### config.mk
export PLATFORM = sky130hd
export DESIGN_NAME = baud_gen
export DESIGN_NICKNAME = d
export VERILOG_FILES = /design/src/verilog/baud_pkg.sv /design/src/verilog/baud_gen.sv /design/src/verilog/line_sync.sv /design/src/verilog/tick_divider.sv
export SDC_FILE = /design/constraint.sdc
export NUM_CORES = 1
export LEC_CHECK = 0
export BUFFER_PORTS_ARGS = -buffer_cell sky130_fd_sc_hd__buf_4
export CAP_MARGIN = 30
export CORE_UTILIZATION = 60
export CTS_BUF_LIST = sky130_fd_sc_hd__clkbuf_16
export CTS_CLUSTER_SIZE = 14
export DETAILED_ROUTE_END_ITERATION = 8
export GPL_ROUTABILITY_DRIVEN = 0
export PLACE_DENSITY_LB_ADDON = 0.25
export RECOVER_POWER = 100
export SLEW_MARGIN = 20
export SYNTH_ARGS = -nofsm -noshare
export SYNTH_HDL_FRONTEND = slang
export SYNTH_SLANG_ARGS = --single-unit
### constraint.sdc
create_clock -name i_clk -period 5.16 [get_ports i_clk]
set_input_delay 0.258 -clock i_clk [delete_from_list [all_inputs] [get_ports i_clk]]
set_output_delay 0.258 -clock i_clk [all_outputs]
set_load 0.05 [all_outputs]
### src/verilog/baud_pkg.sv
// Purpose: shared constants of the baud generator with auto-baud detection
// Assumes: one 200 MHz system clock, plain register port
// Notes: offsets are word indices on the plain register port
package baud_pkg;
  // ***********************************************
  // register offsets
  // ***********************************************
  localparam logic [2:0] ADDR_TX_CTRL = 3'h0;
  localparam logic [2:0] ADDR_RX_CTRL = 3'h1;
  localparam logic [2:0] ADDR_BAUD_CTRL = 3'h2;
  localparam logic [2:0] ADDR_DIV_HIGH = 3'h3;
  localparam logic [2:0] ADDR_DIV_LOW = 3'h4;
  localparam logic [2:0] ADDR_RX_DATA = 3'h5;
  // ***********************************************
  // field positions
  // ***********************************************
  localparam int TX_SYNC_BIT = 4;
  localparam int TX_HIGH_SPEED_BIT = 2;
  localparam int BC_OVF_BIT = 7;
  localparam int BC_IDLE_BIT = 6;
  localparam int BC_WIDE_BIT = 3;
  localparam int BC_WAKE_BIT = 1;
  localparam int BC_ABD_BIT = 0;
  // ***********************************************
  // reset values
  // ***********************************************
  localparam logic [7:0] TX_CTRL_RST = 8'h02;
  localparam logic [7:0] RX_CTRL_RST = 8'h00;
  localparam logic [7:0] BAUD_CTRL_RST = 8'h00;
  localparam logic [7:0] DIV_RST = 8'h00;
  localparam logic [7:0] BC_WRITE_MASK = 8'h3B;
  // ***********************************************
  // base clock prescales, in oscillator cycles
  // ***********************************************
  localparam int PRE_SLOW = 64;
  localparam int PRE_MID = 16;
  localparam int PRE_FAST = 4;
  localparam int ABD_SLOWDOWN = 8;
  localparam logic [15:0] ABD_START = 16'h0001;
  localparam logic [2:0] ABD_EDGES = 3'h5;
  typedef enum logic [1:0] {
    ABD_IDLE = 2'b00,
    ABD_WAIT_START = 2'b01,
    ABD_WAIT_EDGE = 2'b11,
    ABD_COUNT = 2'b10
  } abd_state_t;
endpackage

### src/verilog/baud_gen.sv
// Purpose: baud rate generator with auto-baud measurement of a 55h sync byte
// Assumes: 200 MHz clock; receive line asynchronous; shift logic lives elsewhere
// Notes: registers sit on a plain port with read data one cycle after the strobe
//
// How it works
// - rate is osc over 64, 16 or 4 times n+1
// - synchronous mode ignores high speed, divides by 4(n+1)
// - in auto-baud the receive line times the counter
// - measure 55h sync over its five rising edges
// - enable starts calibration, receiver held idle
// - counting starts at first rise after start bit
// - fifth rise stops, clears enable, sets receive flag
// - both divisor bytes form one 16-bit counter
// - counter runs at one eighth of base clock
// - counter clock is osc over 512, 128 or 32
// - counter starts at one; software subtracts one
// - with wake enable, detect the byte after break
// - divisor write resets the baud timer at once
// - default 8-bit, wide select gives 16-bit divisor
// - overflow sets sticky flag, counting continues
`timescale 1ns/100ps
module baud_gen (
  input wire logic i_clk,
  input wire logic i_rst_n,
  input wire logic [2:0] i_addr,
  input wire logic [7:0] i_wdata,
  input wire logic i_wr,
  input wire logic i_rd,
  output logic [7:0] o_rdata,
  input wire logic i_rx,
  input wire logic i_rx_busy,
  input wire logic [7:0] i_rx_data,
  input wire logic i_rx_done,
  output logic o_baud_tick,
  output logic o_rx_hold_idle,
  output logic o_rx_flag,
  output logic [7:0] o_tx_ctrl,
  output logic [7:0] o_rx_ctrl
);
  import baud_pkg::*;

  // ***********************************************
  // registers
  // ***********************************************
  logic [7:0] tx_ctrl_q;
  logic [7:0] rx_ctrl_q;
  logic [7:0] div_high_q;
  logic [7:0] div_low_q;
  logic wide_q;
  logic wake_q;
  logic abd_en_q;
  logic ovf_q;
  logic rx_flag_q;
  logic [7:0] rx_data_q;
  logic [7:0] rdata_q;
  abd_state_t state_q;
  logic [2:0] edges_q;

  logic sync_mode;
  logic high_speed;
  logic wr_high;
  logic wr_low;
  logic wr_bc;
  logic rd_data;
  logic rx_level;
  logic rx_rise;
  logic rx_fall;
  logic measuring;
  logic abd_done;
  logic base_tick;
  logic abd_tick;
  logic [15:0] limit;
  logic [15:0] pair;
  logic [16:0] pair_inc;

  assign sync_mode = tx_ctrl_q[TX_SYNC_BIT];
  assign high_speed = tx_ctrl_q[TX_HIGH_SPEED_BIT];
  assign wr_high = i_wr && (i_addr == ADDR_DIV_HIGH);
  assign wr_low = i_wr && (i_addr == ADDR_DIV_LOW);
  assign wr_bc = i_wr && (i_addr == ADDR_BAUD_CTRL);
  assign rd_data = i_rd && (i_addr == ADDR_RX_DATA);
  assign pair = {div_high_q, div_low_q};
  assign pair_inc = {1'b0, pair} + 17'h00001;
  assign measuring = (state_q == ABD_COUNT);

  // ***********************************************
  // receive line synchroniser
  // ***********************************************
  line_sync u_sync (
    .i_clk(i_clk),
    .i_rst_n(i_rst_n),
    .i_line(i_rx),
    .o_level(rx_level),
    .o_rise(rx_rise),
    .o_fall(rx_fall)
  );

  // ***********************************************
  // base clock prescaler
  // ***********************************************
  // prescale counts up to the largest figure; a 9-bit count covers 512
  localparam int PRE_W = 9;
  logic [PRE_W-1:0] pre_q;
  logic [PRE_W-1:0] pre_last;
  logic [PRE_W-1:0] pre_base;

  always_comb begin
    if (sync_mode || (wide_q && high_speed)) begin
      pre_base = PRE_W'(PRE_FAST);
    end else if (wide_q || high_speed) begin
      pre_base = PRE_W'(PRE_MID);
    end else begin
      pre_base = PRE_W'(PRE_SLOW);
    end
    // auto-baud runs eight times slower: 512, 128 or 32
    if (abd_en_q) begin
      pre_last = PRE_W'(pre_base * PRE_W'(ABD_SLOWDOWN) - 1'b1);
    end else begin
      pre_last = PRE_W'(pre_base - 1'b1);
    end
  end

  always_ff @(posedge i_clk) begin
    if (!i_rst_n || wr_high || wr_low || wr_bc) begin
      pre_q <= '0;
    end else if (pre_q >= pre_last) begin
      pre_q <= '0;
    end else begin
      pre_q <= pre_q + 1'b1;
    end
  end

  assign base_tick = !abd_en_q && (pre_q >= pre_last);
  assign abd_tick = abd_en_q && (pre_q >= pre_last);

  // ***********************************************
  // free-running baud timer
  // ***********************************************
  // 8-bit mode looks only at the low byte
  assign limit = wide_q ? pair : {8'h00, div_low_q};

  tick_divider #(
    .WIDTH(16)
  ) u_div (
    .i_clk(i_clk),
    .i_rst_n(i_rst_n),
    .i_clear(wr_high || wr_low),
    .i_tick(base_tick),
    .i_limit(limit),
    .o_tick(o_baud_tick)
  );

  // ***********************************************
  // auto-baud sequencer
  // ***********************************************
  // a rise while still in wait-start means the line was idle-low (break);
  // with wake enabled the break's fall is skipped; its end rise clears wake, then the real start bit
  assign abd_done = measuring && rx_rise && (edges_q == ABD_EDGES - 3'h1);

  always_ff @(posedge i_clk) begin
    if (!i_rst_n || !abd_en_q) begin
      state_q <= ABD_IDLE;
      edges_q <= '0;
    end else begin
      unique case (state_q)
        ABD_IDLE: begin
          state_q <= ABD_WAIT_START;
        end
        ABD_WAIT_START: begin
          if (rx_fall && !(wake_q && !rx_level)) begin
            state_q <= ABD_WAIT_EDGE;
          end
        end
        ABD_WAIT_EDGE: begin
          if (rx_rise) begin
            state_q <= ABD_COUNT;
            edges_q <= 3'h1;
          end
        end
        ABD_COUNT: begin
          if (rx_rise) begin
            edges_q <= edges_q + 3'h1;
          end
        end
      endcase
    end
  end

  assign o_rx_hold_idle = abd_en_q || wake_q;

  // ***********************************************
  // control and divisor registers
  // ***********************************************
  always_ff @(posedge i_clk) begin
    if (!i_rst_n) begin
      tx_ctrl_q <= TX_CTRL_RST;
      rx_ctrl_q <= RX_CTRL_RST;
    end else if (i_wr && i_addr == ADDR_TX_CTRL) begin
      tx_ctrl_q <= i_wdata;
    end else if (i_wr && i_addr == ADDR_RX_CTRL) begin
      rx_ctrl_q <= i_wdata;
    end
  end

  always_ff @(posedge i_clk) begin
    if (!i_rst_n) begin
      div_high_q <= DIV_RST;
      div_low_q <= DIV_RST;
    end else if (state_q == ABD_WAIT_EDGE && rx_rise) begin
      {div_high_q, div_low_q} <= ABD_START;
    end else if (measuring && abd_tick && !abd_done) begin
      {div_high_q, div_low_q} <= pair_inc[15:0];
    end else if (wr_high) begin
      div_high_q <= i_wdata;
    end else if (wr_low) begin
      div_low_q <= i_wdata;
    end
  end

  // hardware set of the overflow flag beats a software clear
  always_ff @(posedge i_clk) begin
    if (!i_rst_n) begin
      wide_q <= BAUD_CTRL_RST[BC_WIDE_BIT];
      wake_q <= BAUD_CTRL_RST[BC_WAKE_BIT];
      abd_en_q <= BAUD_CTRL_RST[BC_ABD_BIT];
      ovf_q <= BAUD_CTRL_RST[BC_OVF_BIT];
    end else begin
      if (wr_bc) begin
        wide_q <= i_wdata[BC_WIDE_BIT];
        wake_q <= i_wdata[BC_WAKE_BIT];
        abd_en_q <= i_wdata[BC_ABD_BIT];
      end
      if (abd_done) begin
        abd_en_q <= 1'b0;
      end
      if (wake_q && abd_en_q && state_q == ABD_WAIT_START && rx_rise) begin
        wake_q <= 1'b0;
      end
      if (measuring && abd_tick && !abd_done && pair_inc[16]) begin
        ovf_q <= 1'b1;
      end else if (wr_bc && !i_wdata[BC_OVF_BIT] && !abd_en_q) begin
        ovf_q <= 1'b0;
      end
    end
  end

  // ***********************************************
  // receive flag and data
  // ***********************************************
  always_ff @(posedge i_clk) begin
    if (!i_rst_n) begin
      rx_flag_q <= 1'b0;
      rx_data_q <= '0;
    end else if (abd_done || i_rx_done) begin
      rx_flag_q <= 1'b1;
      if (i_rx_done) begin
        rx_data_q <= i_rx_data;
      end
    end else if (rd_data) begin
      rx_flag_q <= 1'b0;
    end
  end

  // ***********************************************
  // read port
  // ***********************************************
  always_ff @(posedge i_clk) begin
    if (!i_rst_n) begin
      rdata_q <= '0;
    end else if (i_rd) begin
      unique case (i_addr)
        ADDR_TX_CTRL: rdata_q <= tx_ctrl_q;
        ADDR_RX_CTRL: rdata_q <= rx_ctrl_q;
        ADDR_BAUD_CTRL: rdata_q <= {ovf_q, ~i_rx_busy, 2'b00, wide_q, 1'b0, wake_q, abd_en_q};
        ADDR_DIV_HIGH: rdata_q <= div_high_q;
        ADDR_DIV_LOW: rdata_q <= div_low_q;
        ADDR_RX_DATA: rdata_q <= rx_data_q;
        default: rdata_q <= 8'h00;
      endcase
    end else begin
      rdata_q <= 8'h00;
    end
  end

  assign o_rdata = rdata_q;
  assign o_rx_flag = rx_flag_q;
  assign o_tx_ctrl = tx_ctrl_q;
  assign o_rx_ctrl = rx_ctrl_q;
endmodule

### src/verilog/line_sync.sv
// Purpose: two-stage synchroniser with rising-edge pulse
// Assumes: input is asynchronous to i_clk
// Notes: the first stage feeds only the second
`timescale 1ns/100ps
module line_sync (
  input wire logic i_clk,
  input wire logic i_rst_n,
  input wire logic i_line,
  output logic o_level,
  output logic o_rise,
  output logic o_fall
);
  logic meta_q;
  logic sync_q;
  logic prev_q;

  always_ff @(posedge i_clk) begin
    if (!i_rst_n) begin
      meta_q <= 1'b1;
      sync_q <= 1'b1;
      prev_q <= 1'b1;
    end else begin
      meta_q <= i_line;
      sync_q <= meta_q;
      prev_q <= sync_q;
    end
  end

  assign o_level = sync_q;
  assign o_rise = sync_q & ~prev_q;
  assign o_fall = ~sync_q & prev_q;
endmodule

### src/verilog/tick_divider.sv
// Purpose: programmable divider giving a one-cycle enable every n+1 input ticks
// Assumes: i_tick is a one-cycle enable on i_clk
// Notes: i_clear restarts the count at once
`timescale 1ns/100ps
module tick_divider #(
  parameter int WIDTH = 16
) (
  input wire logic i_clk,
  input wire logic i_rst_n,
  input wire logic i_clear,
  input wire logic i_tick,
  input wire logic [WIDTH-1:0] i_limit,
  output logic o_tick
);
  logic [WIDTH-1:0] count_q;

  always_ff @(posedge i_clk) begin
    if (!i_rst_n || i_clear) begin
      count_q <= '0;
    end else if (i_tick) begin
      if (count_q >= i_limit) begin
        count_q <= '0;
      end else begin
        count_q <= count_q + 1'b1;
      end
    end
  end

  assign o_tick = i_tick && (count_q >= i_limit);
endmodule

==> impl_metrics.json <==
{
  "status": "complete, no violations",
  "slew_headroom": 0.0196,
  "async_reset_ff_frac": 0,
  "r2r-start": "abd_en_q",
  "max_freq_mhz": 247,
  "first_iter_violations": 417,
  "firstDrtPassIters": 5,
  "period_minus_slack_ns": 4.05,
  "rsz0062_at_grt": "no",
  "drv_slew": 0,
  "grt_max_degree": 39,
  "totalWireLength_um": 13100,
  "syn_nets": 660,
  "clkTransAtPathRegs_ns": 0.06,
  "drive_above_1_share": 0.0824,
  "fillers": 677,
  "syn_inst": 602,
  "die_x_um": 94.2,
  "overflow": 0,
  "clock_latency_ns": 0.34,
  "setup_viol": 0,
  "gr-usage-all-layers": 0.314,
  "viasPerCell": 6.40,
  "crit_start": "abd_en_q",
  "synth_edf_count": 0,
  "core_area_um2": 8220,
  "cts-root-buf": "clkbuf_16",
  "cp.required_ns": 4.90,
  "synth-seq-cells": 86,
  "yosysSeqAreaShare": 0.338,
  "ys.warnings.count": 0,
  "num_rows": 33,
  "skew_ns": 0.00782,
  "grt_pass1_vias": 4405,
  "maxCapViolCount": 0,
  "synth_top_cell_by_area": "dfxtp_1",
  "timing_worst_setup_path_type": "register to output pin",
  "hp-class": "input pin to register",
  "wl_per_cell_um": 17.6,
  "area_growth_pct": 11.6,
  "vias": 4790,
  "netlist_area_um2": 5100,
  "drc": 0,
  "h-tree-depth": 3,
  "multi_input_area_um2": 3150,
  "ys_types": 59,
  "p_per_area_nw_per_um2": 258,
  "initial_core_util": 0.621,
  "grt_pass1_wl_um": 21500,
  "period_share": 0.786,
  "hold-worst-slack_ns": 0.101,
  "arrival_ns": 3.80,
  "fin_tns_setup_ns": 0,
  "cp_max_fo": 19,
  "reg2regPathDepth": 11,
  "p_leak_nw": 2.08,
  "whs_path_depth": 2,
  "nets": 697,
  "worstReg2RegEnd": "div_high_q[1]",
  "ys.flop_type": "dfxtp_1",
  "clkSinkCount": 86,
  "ys_top_cells_by_count": "dfxtp_1, nand2_1, nor2_1",
  "place_ws_ns": 1.63,
  "place_hpwl_um": 9440,
  "regArea_um2": 1720,
  "worst_pin_slew_ns": 1.47,
  "synth_top_area_frac": 0.338,
  "reg2reg_slack_ns": 1.11,
  "worstSetupStartpointType": "register",
  "synth_area_leaders": "dfxtp_1, ha_1, mux2i_1",
  "die_y_um": 94.2,
  "cts_made_buffers": 9,
  "peakVddDrop_mv": 0.242,
  "end_kind": "output pin",
  "cts_setup_buffers": 0,
  "num_io_pins": 53,
  "synth.avg_cell_area_um2": 8.47,
  "ant_nets": 0,
  "diodes": 0,
  "port_buffers": 52,
  "cts_tree": "done",
  "setup.worst_path.end": "o_baud_tick",
  "yosysMostFrequentCell": "dfxtp_1",
  "cts_resized": 0,
  "dieArea_um2": 8870,
  "antenna_found_initial": 0,
  "cts.path.max_buffers": 2,
  "hold_violations": 0,
  "cts_hold_buffers": 0,
  "setup_slack_ns": 1.11
}
-- area by class of cell --
| class | instances | share of cell area |
|---|---|---|
| inverter | 18 | 0.0119 |
| timing repair buffer | 60 | 0.0576 |
| multi-input combinational | 464 | 0.554 |
| clock buffer | 9 | 0.0396 |
| clock inverter | 6 | 0.0114 |
| sequential | 86 | 0.302 |
| tap | 105 | 0.0231 |
-- cells by family after synthesis --
group / synth area share
buf+inv: 0.0417
simple gates: 0.252
xor+xnor: 0.0189
mux: 0.0986
fa+ha+maj: 0.0805
flops: 0.338
compound gates: 0.171
-- through the flow --
| stage | util | std cells | power, W | cell area (um2) |
|---|---|---|---|---|
| after floorplan | - | 602 | 0.000792 | 5100 |
| after global placement | 0.671 | 730 | 0.000839 | 5510 |
| after detailed placement | 0.672 | 731 | 0.000843 | 5520 |
| after CTS | 0.707 | 746 | 0.00148 | 5810 |
| after global routing | 0.693 | 748 | 0.00151 | 5690 |
| final | 0.693 | 748 | 0.00147 | 5690 |
-- worst min path at each step --
stage | startpoint | endpoint
floorplan | i_rx | u_sync.meta_q
CTS | i_rx | u_sync.meta_q
detailed placement | u_sync.meta_q | u_sync.o_level
global placement | u_sync.meta_q | u_sync.o_level
finish | i_rx | u_sync.meta_q
global route | i_rx | u_sync.meta_q
-- sequential cells by signal, summed over array words and instances (netlist names), 2 cells and up --
register and cells:
o_rx_ctrl 8, o_tx_ctrl 8, o_rdata 8, div_high_q 8, rx_data_q 8, pre_q 9, div_low_q 8, state_q 2
edges_q 3, u_div.count_q 16
-- cell usage in the layout (no fill, tap or decap), types with 16 or more instances in the layout --
master     n
a21oi_1   16
buf_4     27
clkbuf_1  32
dfxtp_1   86
ha_1      32
inv_1     19
mux2i_1   39
nand2_1   74
nand3_1   27
nand4_1   16
nor2_1    40
nor2b_1   22
o21ai_0   27
-- per-layer routing --
metal / GRT usage / up-vias / wire, um
met3: 0.0761 / 38 / 1040
met1: 0.394 / 2247 / 5420
met4: 0.119 / 0 / 323
met2: 0.514 / 229 / 6350
met5: 0 / - / 0
li1: - / 2276 / -
-- report_power, final --
part	internal [W]	leakage, nW	switching, W
Clock	0.000371	0.135	0.000268
Sequential	0.000678	0.697	0.0000160
Combinational	0.0000492	1.25	0.0000836
-- critical path, stage by stage (launching register included) --
cell      delay (ns)
dfxtp_1         0.31
buf_4           0.21
inv_1           0.11
maj3_1          0.32
or2_2           0.28
ha_1            0.27
nand4_1         0.09
or3_1           0.54
a31oi_2         0.22
clkbuf_1        0.67
and2_0          0.22
buf_4           0.19
Note: power is estimated with default switching activity, not from simulation.
